## src/common/jit_cfg.svh

```systemverilog
// constants of the in-frame response transmit control block
// assumes a byte-addressed axi4-lite bus with 8 address bits
`ifndef JIT_CFG_SVH
`define JIT_CFG_SVH
// register indices; byte address is four times the index
`define JIT_IDX_CTRL 8'h3d
`define JIT_IDX_SV 8'h3e
`define JIT_IDX_DATA 8'h3f
// transmit_control bit positions
`define JIT_B_FAST 6
`define JIT_B_NORM_BIT_FORMAT_SELECT 5
`define JIT_B_TRANSMIT_END_OF_DATA 4
`define JIT_B_SINGLE 3
`define JIT_B_MCRC 2
`define JIT_B_MNOCRC 1
`define JIT_CTRL_RST 8'h00
`define JIT_CTRL_WMASK 8'h7e
// state vector codes
`define JIT_SV_NONE 8'h00
`define JIT_SV_TRANSMIT_EMPTY_FLAG 8'h10
`define JIT_SV_ARB 8'h14
// crc and axi answers
`define JIT_CRC_INIT 8'hff
`define JIT_CRC_POLY 8'h1d
`define JIT_RESP_OK 2'h0
`define JIT_RESP_ERR 2'h2
`define JIT_LAST_BIT 3'h7
`endif

```

## src/common/jit_pkg.sv

```systemverilog
// types of the in-frame response transmit control block
// assumes jit_cfg.svh for all numeric constants
package jit_pkg;
  typedef enum logic [3:0] {
    ST_IDLE, ST_NB, ST_DATA, ST_CRC, ST_EOD, ST_ONES, ST_WAITEOD, ST_RETRY
  } jit_state_t;
  typedef enum logic [1:0] {SYM_ZERO, SYM_ONE, SYM_EOD, SYM_NONE} jit_sym_t;
  // symbol request toward the bit engine
  typedef struct packed {
    logic valid;
    jit_sym_t sym;
  } jit_txreq_t;
  // events reported by the symbol engine, same clock
  typedef struct packed {
    logic sym_done;
    logic eod_rx;
    logic sof_rx;
    logic err;
    logic arb_lost;
    logic arb_last2;
    logic byte_seen;
  } jit_link_ev_t;
  typedef struct packed {
    jit_state_t state;
    logic [7:0] ctl;
    logic [7:0] shadow;
    logic sh_full;
    logic [7:0] shift;
    logic [7:0] hold;
    logic [2:0] bitcnt;
    logic [7:0] crc;
    logic is_ifr;
    logic transmit_empty_flag;
    logic arb_flag;
    logic sv_read;
    logic eod_seen;
    logic ones_cnt;
    jit_txreq_t tx;
    logic awready;
    logic wready;
    logic bvalid;
    logic [1:0] bresp;
    logic arready;
    logic rvalid;
    logic [31:0] rdata;
    logic [1:0] rresp;
  } jit_st_t;
endpackage

```

## src/rtl/jit_ctrl.sv

```systemverilog
// transmit control of a vpw single-wire link: main message end, crc and responses
// assumes a symbol engine on SYS_CLK that sends requested symbols and reports events
//
// Operation
// - fast receive set: receive only at 41.6 kbps, else 10.4 kbps both ways
// - format bit picks normalization value: set gives 0 with crc, 1 without
// - end-of-data appends 8-bit crc after current byte and any shadow byte
// - setting end-of-data clears transmit empty condition
// - main message: end-of-data clears at first crc bit or on error
// - response: end-of-data clears on end-of-data received back or error
// - several response bits: single over multi-crc over multi-nocrc, readback raw
// - single response: after end-of-data send normalization bit then data byte
// - single bit clears on success, end-of-data set, or bus error
// - response bit written just after end-of-data stays clear, nothing sent
// - single mode arbitration loss: retry byte without normalization bit
// - single mode loss in last two bits: no extra ones
// - multi-crc: nb, bytes with transmit empty, then crc and end-of-data
// - multi-crc bit clears after crc and end-of-data, error or underrun
// - byte plus crc: end-of-data at empty gives byte, crc, no more empty
// - multi-crc arbitration loss: flag, stop, clear bit, no retry
// - multi modes loss in last two bits: send two extra logic ones
// - multi-nocrc: nb, bytes, end-of-data symbol after last byte, no crc
// - multi-nocrc bit clears after end-of-data sent, error or underrun
// - multi-nocrc arbitration loss: clear bit, no retry
// - responder sends an active normalization bit before its first byte
// - transmit empty clears on vector read then data write, or end-of-data
`timescale 1ns/1ns
`include "jit_cfg.svh"
module jit_ctrl (
  // clock and reset
  input wire logic SYS_CLK,
  input wire logic RST_B,
  // axi4-lite write
  input wire logic [7:0] S_AXI_AWADDR,
  input wire logic S_AXI_AWVALID,
  output logic S_AXI_AWREADY,
  input wire logic [31:0] S_AXI_WDATA,
  input wire logic [3:0] S_AXI_WSTRB,
  input wire logic S_AXI_WVALID,
  output logic S_AXI_WREADY,
  output logic [1:0] S_AXI_BRESP,
  output logic S_AXI_BVALID,
  input wire logic S_AXI_BREADY,
  // axi4-lite read
  input wire logic [7:0] S_AXI_ARADDR,
  input wire logic S_AXI_ARVALID,
  output logic S_AXI_ARREADY,
  output logic [31:0] S_AXI_RDATA,
  output logic [1:0] S_AXI_RRESP,
  output logic S_AXI_RVALID,
  input wire logic S_AXI_RREADY,
  // symbol engine
  input wire jit_pkg::jit_link_ev_t LINK_EV,
  output jit_pkg::jit_txreq_t TX_REQ,
  output logic FAST_RX
);
  import jit_pkg::*;

  jit_st_t r;
  jit_st_t n;

  // one crc step per sent bit, msb first
  function automatic logic [7:0] crc_bit(input logic [7:0] c, input logic b);
    logic fb;
    fb = c[7] ^ b;
    crc_bit = {c[6:0], 1'b0} ^ (fb ? `JIT_CRC_POLY : 8'h00);
  endfunction

  // priority encode of the three response bits
  function automatic logic [2:0] resp_eff(input logic [7:0] c);
    resp_eff = c[`JIT_B_SINGLE] ? 3'h4 : c[`JIT_B_MCRC] ? 3'h2 : c[`JIT_B_MNOCRC] ? 3'h1 : 3'h0;
  endfunction

  logic [2:0] mode;
  logic aw_fire;
  logic ar_fire;
  logic [7:0] waddr_idx;
  logic [7:0] raddr_idx;
  logic nb_val;
  logic [7:0] ctl_w;

  assign mode = resp_eff(r.ctl);
  // with crc: nb is the inverse of the format bit
  assign nb_val = mode[1] ? ~r.ctl[`JIT_B_NORM_BIT_FORMAT_SELECT] : r.ctl[`JIT_B_NORM_BIT_FORMAT_SELECT];
  assign aw_fire = r.awready & r.wready;
  assign ar_fire = r.arready;
  assign waddr_idx = {2'h0, S_AXI_AWADDR[7:2]};
  assign raddr_idx = {2'h0, S_AXI_ARADDR[7:2]};
  // response bits cannot be armed once the end-of-data is in; bits already
  // armed survive, so software may set end-of-data with a read-modify-write
  assign ctl_w = r.eod_seen ? (S_AXI_WDATA[7:0] & `JIT_CTRL_WMASK & (8'hf1 | r.ctl))
                            : (S_AXI_WDATA[7:0] & `JIT_CTRL_WMASK);

  always_comb
  begin
    n = r;
    n.arready = 1'b0;
    n.awready = 1'b0;
    n.wready = 1'b0;
    // ---- bus slave: write takes address and data together, answers next edge
    if (aw_fire)
    begin
      n.bvalid = 1'b1;
      n.bresp = `JIT_RESP_OK;
      if (waddr_idx == `JIT_IDX_CTRL)
      begin
        if (S_AXI_WSTRB[0])
        begin
          n.ctl = ctl_w;
          if (ctl_w[`JIT_B_TRANSMIT_END_OF_DATA])
          begin
            n.transmit_empty_flag = 1'b0;
            if (r.state == ST_RETRY || (r.is_ifr && mode[2]))
              n.ctl[`JIT_B_SINGLE] = 1'b0;
          end
        end
      end
      else if (waddr_idx == `JIT_IDX_DATA)
      begin
        if (S_AXI_WSTRB[0])
        begin
          n.shadow = S_AXI_WDATA[7:0];
          n.sh_full = 1'b1;
          if (r.sv_read)
            n.transmit_empty_flag = 1'b0;
          n.sv_read = 1'b0;
        end
      end
      else if (waddr_idx != `JIT_IDX_SV)
        n.bresp = `JIT_RESP_ERR;
    end
    else if (S_AXI_AWVALID && S_AXI_WVALID && !r.bvalid && !r.awready)
    begin
      n.awready = 1'b1;
      n.wready = 1'b1;
    end
    if (r.bvalid && S_AXI_BREADY)
      n.bvalid = 1'b0;
    // ---- bus slave: read
    // a vector read clears the loss flag; a loss in the same cycle still wins
    if (ar_fire)
    begin
      n.rvalid = 1'b1;
      n.rresp = `JIT_RESP_OK;
      n.rdata = 32'h0;
      if (raddr_idx == `JIT_IDX_CTRL)
        n.rdata[7:0] = r.ctl; // raw value read back
      else if (raddr_idx == `JIT_IDX_SV)
      begin
        n.rdata[7:0] = r.arb_flag ? `JIT_SV_ARB : r.transmit_empty_flag ? `JIT_SV_TRANSMIT_EMPTY_FLAG : `JIT_SV_NONE;
        n.arb_flag = 1'b0;
        n.sv_read = 1'b1;
      end
      else if (raddr_idx == `JIT_IDX_DATA)
        n.rdata[7:0] = r.shadow;
      else
        n.rresp = `JIT_RESP_ERR;
    end
    else if (S_AXI_ARVALID && !r.rvalid && !r.arready)
      n.arready = 1'b1;
    if (r.rvalid && S_AXI_RREADY)
      n.rvalid = 1'b0;
    // ---- frame tracking for the late-arming guard
    if (LINK_EV.sof_rx)
      n.eod_seen = 1'b0;
    if (LINK_EV.eod_rx)
      n.eod_seen = 1'b1;
    // ---- transmit sequencer
    case (r.state)
      ST_IDLE:
      begin
        if (LINK_EV.eod_rx && mode != 3'h0 && !r.ctl[`JIT_B_FAST] && !r.eod_seen)
        begin
          // response starts with the active normalization bit
          n.state = ST_NB;
          n.is_ifr = 1'b1;
          n.crc = `JIT_CRC_INIT;
          n.shift = r.shadow;
          n.hold = r.shadow;
          n.sh_full = 1'b0;
          n.bitcnt = 3'h0;
        end
        else if (r.sh_full && mode == 3'h0 && !r.ctl[`JIT_B_FAST])
        begin
          // main message byte; start of frame is the engine's job
          n.state = ST_DATA;
          n.is_ifr = 1'b0;
          n.crc = `JIT_CRC_INIT;
          n.shift = r.shadow;
          n.sh_full = 1'b0;
          n.bitcnt = 3'h0;
          if (!r.ctl[`JIT_B_TRANSMIT_END_OF_DATA])
            n.transmit_empty_flag = 1'b1;
        end
      end
      ST_NB:
      begin
        if (LINK_EV.sym_done)
        begin
          n.state = ST_DATA;
          if (!mode[2] && !r.ctl[`JIT_B_TRANSMIT_END_OF_DATA])
            n.transmit_empty_flag = 1'b1; // first byte now in the shift register
        end
      end
      ST_DATA:
      begin
        if (LINK_EV.arb_lost)
        begin
          if (r.is_ifr && mode[2])
            n.state = ST_RETRY; // no extra ones on retry
          else
          begin
            n.arb_flag = 1'b1;
            n.ctl[`JIT_B_MCRC] = 1'b0;
            n.ctl[`JIT_B_MNOCRC] = 1'b0;
            n.ones_cnt = 1'b0;
            n.state = LINK_EV.arb_last2 ? ST_ONES : ST_IDLE;
          end
        end
        else if (LINK_EV.sym_done)
        begin
          n.crc = crc_bit(r.crc, r.shift[7]);
          n.shift = {r.shift[6:0], 1'b0};
          n.bitcnt = r.bitcnt + 3'h1;
          if (r.bitcnt == `JIT_LAST_BIT)
          begin
            n.bitcnt = 3'h0;
            if (r.is_ifr && mode[2])
            begin
              n.ctl[`JIT_B_SINGLE] = 1'b0;
              n.state = ST_IDLE;
            end
            else if (r.sh_full)
            begin
              // shadow byte goes out before any crc
              n.shift = r.shadow;
              n.sh_full = 1'b0;
              if (!r.ctl[`JIT_B_TRANSMIT_END_OF_DATA])
                n.transmit_empty_flag = 1'b1;
            end
            else if (r.ctl[`JIT_B_TRANSMIT_END_OF_DATA] && r.is_ifr && mode[0])
              n.state = ST_EOD; // no crc in this mode
            else if (r.ctl[`JIT_B_TRANSMIT_END_OF_DATA])
            begin
              // byte then crc, no further empty report
              n.state = ST_CRC;
              n.shift = ~crc_bit(r.crc, r.shift[7]);
              if (!r.is_ifr)
                n.ctl[`JIT_B_TRANSMIT_END_OF_DATA] = 1'b0;
            end
            else
            begin
              // underrun: close with two ones, then drop the response
              n.state = ST_ONES;
              n.ones_cnt = 1'b0;
            end
          end
        end
      end
      ST_CRC:
      begin
        if (LINK_EV.sym_done)
        begin
          n.shift = {r.shift[6:0], 1'b0};
          n.bitcnt = r.bitcnt + 3'h1;
          if (r.bitcnt == `JIT_LAST_BIT)
          begin
            n.bitcnt = 3'h0;
            n.state = ST_EOD;
          end
        end
      end
      ST_EOD:
      begin
        if (LINK_EV.sym_done)
          n.state = r.is_ifr ? ST_WAITEOD : ST_IDLE;
      end
      ST_WAITEOD:
      begin
        // response is done only when the end-of-data comes back
        if (LINK_EV.eod_rx)
        begin
          n.ctl[`JIT_B_TRANSMIT_END_OF_DATA] = 1'b0;
          n.ctl[`JIT_B_MCRC] = 1'b0;
          n.ctl[`JIT_B_MNOCRC] = 1'b0;
          n.state = ST_IDLE;
        end
      end
      ST_ONES:
      begin
        if (LINK_EV.sym_done)
        begin
          n.ones_cnt = 1'b1;
          if (r.ones_cnt)
          begin
            n.ctl[`JIT_B_MCRC] = 1'b0;
            n.ctl[`JIT_B_MNOCRC] = 1'b0;
            n.state = ST_IDLE;
          end
        end
      end
      ST_RETRY:
      begin
        // a retry raises no loss flag; the single response just waits its turn
        // wait for the winning byte, then resend without normalization bit
        if (!mode[2])
          n.state = ST_IDLE;
        else if (LINK_EV.byte_seen)
        begin
          n.shift = r.hold;
          n.bitcnt = 3'h0;
          n.state = ST_DATA;
        end
      end
      default:
        n.state = ST_IDLE;
    endcase
    // a bus error drops the transfer and clears end-of-data and the three response bits in any state but idle
    // placed last so it outranks every state change made above
    if (LINK_EV.err && r.state != ST_IDLE)
    begin
      n.ctl[`JIT_B_TRANSMIT_END_OF_DATA] = 1'b0;
      n.ctl[`JIT_B_SINGLE] = 1'b0;
      n.ctl[`JIT_B_MCRC] = 1'b0;
      n.ctl[`JIT_B_MNOCRC] = 1'b0;
      n.state = ST_IDLE;
    end
    // symbol request follows the next state so the port is a flop
    n.tx.valid = 1'b1;
    case (n.state)
      ST_NB: n.tx.sym = nb_val ? SYM_ONE : SYM_ZERO;
      ST_DATA: n.tx.sym = n.shift[7] ? SYM_ONE : SYM_ZERO;
      ST_CRC: n.tx.sym = n.shift[7] ? SYM_ONE : SYM_ZERO;
      ST_EOD: n.tx.sym = SYM_EOD;
      ST_ONES: n.tx.sym = SYM_ONE;
      default:
      begin
        n.tx.valid = 1'b0;
        n.tx.sym = SYM_NONE;
      end
    endcase
  end

  // single state register; everything resets to zero or idle, the symbol field to none
  always_ff @(posedge SYS_CLK or negedge RST_B)
  begin
    if (!RST_B)
    begin
      r <= '0;
      r.state <= ST_IDLE;
      r.ctl <= `JIT_CTRL_RST;
      r.tx.sym <= SYM_NONE;
    end
    else
      r <= n;
  end

  // ports straight from the state register
  assign S_AXI_AWREADY = r.awready;
  assign S_AXI_WREADY = r.wready;
  assign S_AXI_BVALID = r.bvalid;
  assign S_AXI_BRESP = r.bresp;
  assign S_AXI_ARREADY = r.arready;
  assign S_AXI_RVALID = r.rvalid;
  assign S_AXI_RDATA = r.rdata;
  assign S_AXI_RRESP = r.rresp;
  assign TX_REQ = r.tx;
  assign FAST_RX = r.ctl[`JIT_B_FAST]; // engine runs 4x receive only
endmodule

```

## config.mk

```make
export PLATFORM = sky130hd
export DESIGN_NAME = jit_ctrl
export DESIGN_NICKNAME = d
export VERILOG_FILES = /design/src/common/jit_pkg.sv /design/src/rtl/jit_ctrl.sv
export VERILOG_INCLUDE_DIRS = /design/src /design/src/common
export SDC_FILE = /design/constraint.sdc
export NUM_CORES = 1
export LEC_CHECK = 0
export ABC_AREA = 0
export BUFFER_PORTS_ARGS = -buffer_cell sky130_fd_sc_hd__buf_2
export CAP_MARGIN = 20
export CORE_ASPECT_RATIO = 1.75
export CORE_MARGIN = 8
export CORE_UTILIZATION = 50
export CTS_CLUSTER_DIAMETER = 150
export DETAILED_ROUTE_END_ITERATION = 8
export PLACE_DENSITY_LB_ADDON = 0.08
export SETUP_SLACK_MARGIN = 0.2
export SLEW_MARGIN = 0
export SYNTH_ARGS = -nofsm -noshare
export SYNTH_HDL_FRONTEND = slang
export SYNTH_SLANG_ARGS = --single-unit
```

## constraint.sdc

```tcl
create_clock -name SYS_CLK -period 3.7 [get_ports SYS_CLK]
set_input_delay 0.185 -clock SYS_CLK [delete_from_list [all_inputs] [get_ports SYS_CLK]]
set_output_delay 0.185 -clock SYS_CLK [all_outputs]
set_load 0.05 [all_outputs]
```

==> flow_metrics.env <==
export IMPL_worst_hold_slack_ns=-0.0138
export IMPL_slew_viol_final=0
export IMPL_finalSetupTns_ns=0
export IMPL_dp_hpwl_um=7880
export IMPL_yosys_warnings=0
export IMPL_antenna_left=0
export IMPL_maxSlewHeadroom=0.345
export IMPL_yosys_top_cells_area="dfrtp_1 (42%), buf_4 (7.5%), mux2_2 (6.2%), nand2_1 (3.9%), a21oi_1 (3.9%)"
export IMPL_drt_total_wl_um=10700
export IMPL_io_pins=111
export IMPL_period_needed_ns=2.71
export IMPL_violations="hold timing"
export IMPL_synth_cells=433
export IMPL_num_vias=3283
export IMPL_numPortBuffers=53
export IMPL_synth_edff_count=0
export IMPL_seq_area_frac_synth=0.430
export IMPL_die_w_um=83.8
export IMPL_initial_core_util=0.512
export IMPL_max_freq_ghz=0.368
export IMPL_rsz0062_at_grt="false"
export IMPL_cts_hold_buffers=0
export IMPL_cts_tree="yes"
export IMPL_routabilityCongestion=0.895
export IMPL_grt_overflow_total=0
export IMPL_worst_slew_pin_transition_ns=0.975
export IMPL_synthArstFlopShare=1.00
export IMPL_path_max_fanout=21
export IMPL_final_cell_area_sq_um=4480
export IMPL_drc=0
export IMPL_syn_area_per_cell_sq_um=9.29
export IMPL_min_path_type="in2async"
export IMPL_grt_max_degree=42
export IMPL_drv_cap=0
export IMPL_synth_cell_types=65
export IMPL_fin_crit_sh=0.734
export IMPL_end_kind="register"
export IMPL_ys_flop_type="dfrtp_1"
export IMPL_num_antenna_cells=0
export IMPL_grt_use_total=0.190
export IMPL_hold_viol=7
export IMPL_synth_area_sq_um=4020
export IMPL_grt_first_pass_wirelength_um=17200
export IMPL_power_total_uw=2680
export IMPL_clk_path_buf_depth=2
export IMPL_yosys_area_top_type="dfrtp_1"
export IMPL_insertion_delay_ns=0.33
export IMPL_leakage_uw=0.00206
export IMPL_yosys_register_bits=69
export IMPL_area_growth_synth_to_final_pct=11.3
export IMPL_ctsResizeCount=0
export IMPL_crit_arrival_ns=2.99
export IMPL_dieArea_sq_um=11300
export IMPL_cp_required_ns=3.97
export IMPL_wl_per_cell_um=19.1
export IMPL_cts_sinks=69
export IMPL_setup_viol=0
export IMPL_via_per_inst=5.87
export IMPL_grt_pass1_vias=3286
export IMPL_post_synth_top_count_cell="dfrtp_1"
export IMPL_first_pass_iters=9
export IMPL_cts_htree_levels=3
export IMPL_placed_cell_area_sq_um=4130
export IMPL_dp_slack_ns=1.05
export IMPL_finClkSkew_ns=0.00454
export IMPL_powerDensity_nw_per_um2=598
export IMPL_synthDominantCellAreaShare=0.417
export IMPL_drive_gt1_frac=0.217
export IMPL_cts_setup_buffers=0
export IMPL_peakVddDrop_uv=415
export IMPL_cts_buffers_inserted=9
export IMPL_rows=43
export IMPL_cts_root_buf="clkbuf_16"
export IMPL_synth_common_cells="dfrtp_1 (67), nand2_1 (42), buf_4 (40)"
export IMPL_crit_type="reg2reg"
export IMPL_clk_pin_slew_ns=0.06
export IMPL_cp_start_kind="register"
export IMPL_fin_ws_ns=0.986
export IMPL_fp_coreArea_sq_um=7860
export IMPL_antenna_found_initial=0
export IMPL_layout_nets=532
export IMPL_die_h_um=135
export IMPL_drtIter0Drc=379
export IMPL_status="complete, but fails checks"
-- path summary, 6_finish.rpt --
kind	from	to	slack [ns]	cells after the start
min in group SYS_CLK	S_AXI_BREADY	S_AXI_BVALID	0.02	2
hold reg to reg	S_AXI_BVALID	S_AXI_BVALID	0.47	1
max in group asynchronous	RST_B	r[90]	2.79	2
setup / recovery	r[95]	TX_REQ[0]	0.99	6
hold / removal	RST_B	r[95]	-0.01	1
setup reg to reg	r[95]	TX_REQ[0]	0.99	6
-- power breakdown --
| part | internal (uW) | switching (uW) | leakage, uW |
|---|---|---|---|
| Combinational | 182 | 495 | 0.000979 |
| Clock | 679 | 322 | 0.000170 |
| Sequential | 875 | 126 | 0.000911 |
-- placed cells by master, fill, tap and decap left out, drive strengths merged, types with 11 or more instances in the layout --
cell    count
nand2      42
nor2       38
dfrtp      67
mux2       22
clkbuf     11
a21oi      31
conb       27
o21ai      25
buf        55
nand3      15
-- stage by stage --
step                      cells  hold WS, ns   util
after floorplan             459       -0.111      -
after global placement      543        0.361  0.525
after detailed placement    543        0.364  0.525
after CTS                   559       0.0109  0.570
after global routing        559       0.0243  0.570
final                       559      -0.0138  0.570
-- flip-flops by register name, indices dropped and copies added, names as in the netlist --
register / flops
FAST_RX: 1
S_AXI_ARREADY: 1
S_AXI_AWREADY: 1
S_AXI_BRESP: 1
S_AXI_BVALID: 1
S_AXI_RDATA: 8
S_AXI_RRESP: 1
S_AXI_RVALID: 1
TX_REQ: 3
r: 51
-- layer usage --
| metal | wire (um) | vias up | global-route usage |
|---|---|---|---|
| met5 | 0 | - | 0 |
| met3 | 604 | 15 | 0.0507 |
| met4 | 246 | 0 | 0.0946 |
| li1 | - | 1568 | - |
| met1 | 4070 | 1591 | 0.209 |
| met2 | 5780 | 109 | 0.327 |
-- area by class of cell --
class | count | area [sq um]
clock inverter | 5 | 108
tap | 90 | 113
fill | 714 | 3380
timing repair buffer | 55 | 280
inverter | 9 | 33.8
clock buffer | 11 | 243
multi-input combinational | 320 | 1970
sequential | 69 | 1730
-- logic make-up (layout without fill, tap and decap cells) --
logic type,count (synthesis),in the layout,synth area share
fa+ha+maj,2,2,0.00622
compound gates,116,116,0.192
other cells,1,27,0.000933
buf+inv,70,80,0.104
flops,69,69,0.430
mux,23,23,0.0641
xor+xnor,6,6,0.0131
simple gates,146,146,0.189
-- critical path, cell delays in order, from the launching register on --
cell and delay (ns):
dfrtp_1 0.77, or4b_1 0.68, nor2_1 0.45, o221ai_1 0.20
o21bai_1 0.22, nand4b_1 0.15, a311o_1 0.18
Power figures use the tool's default switching activity.
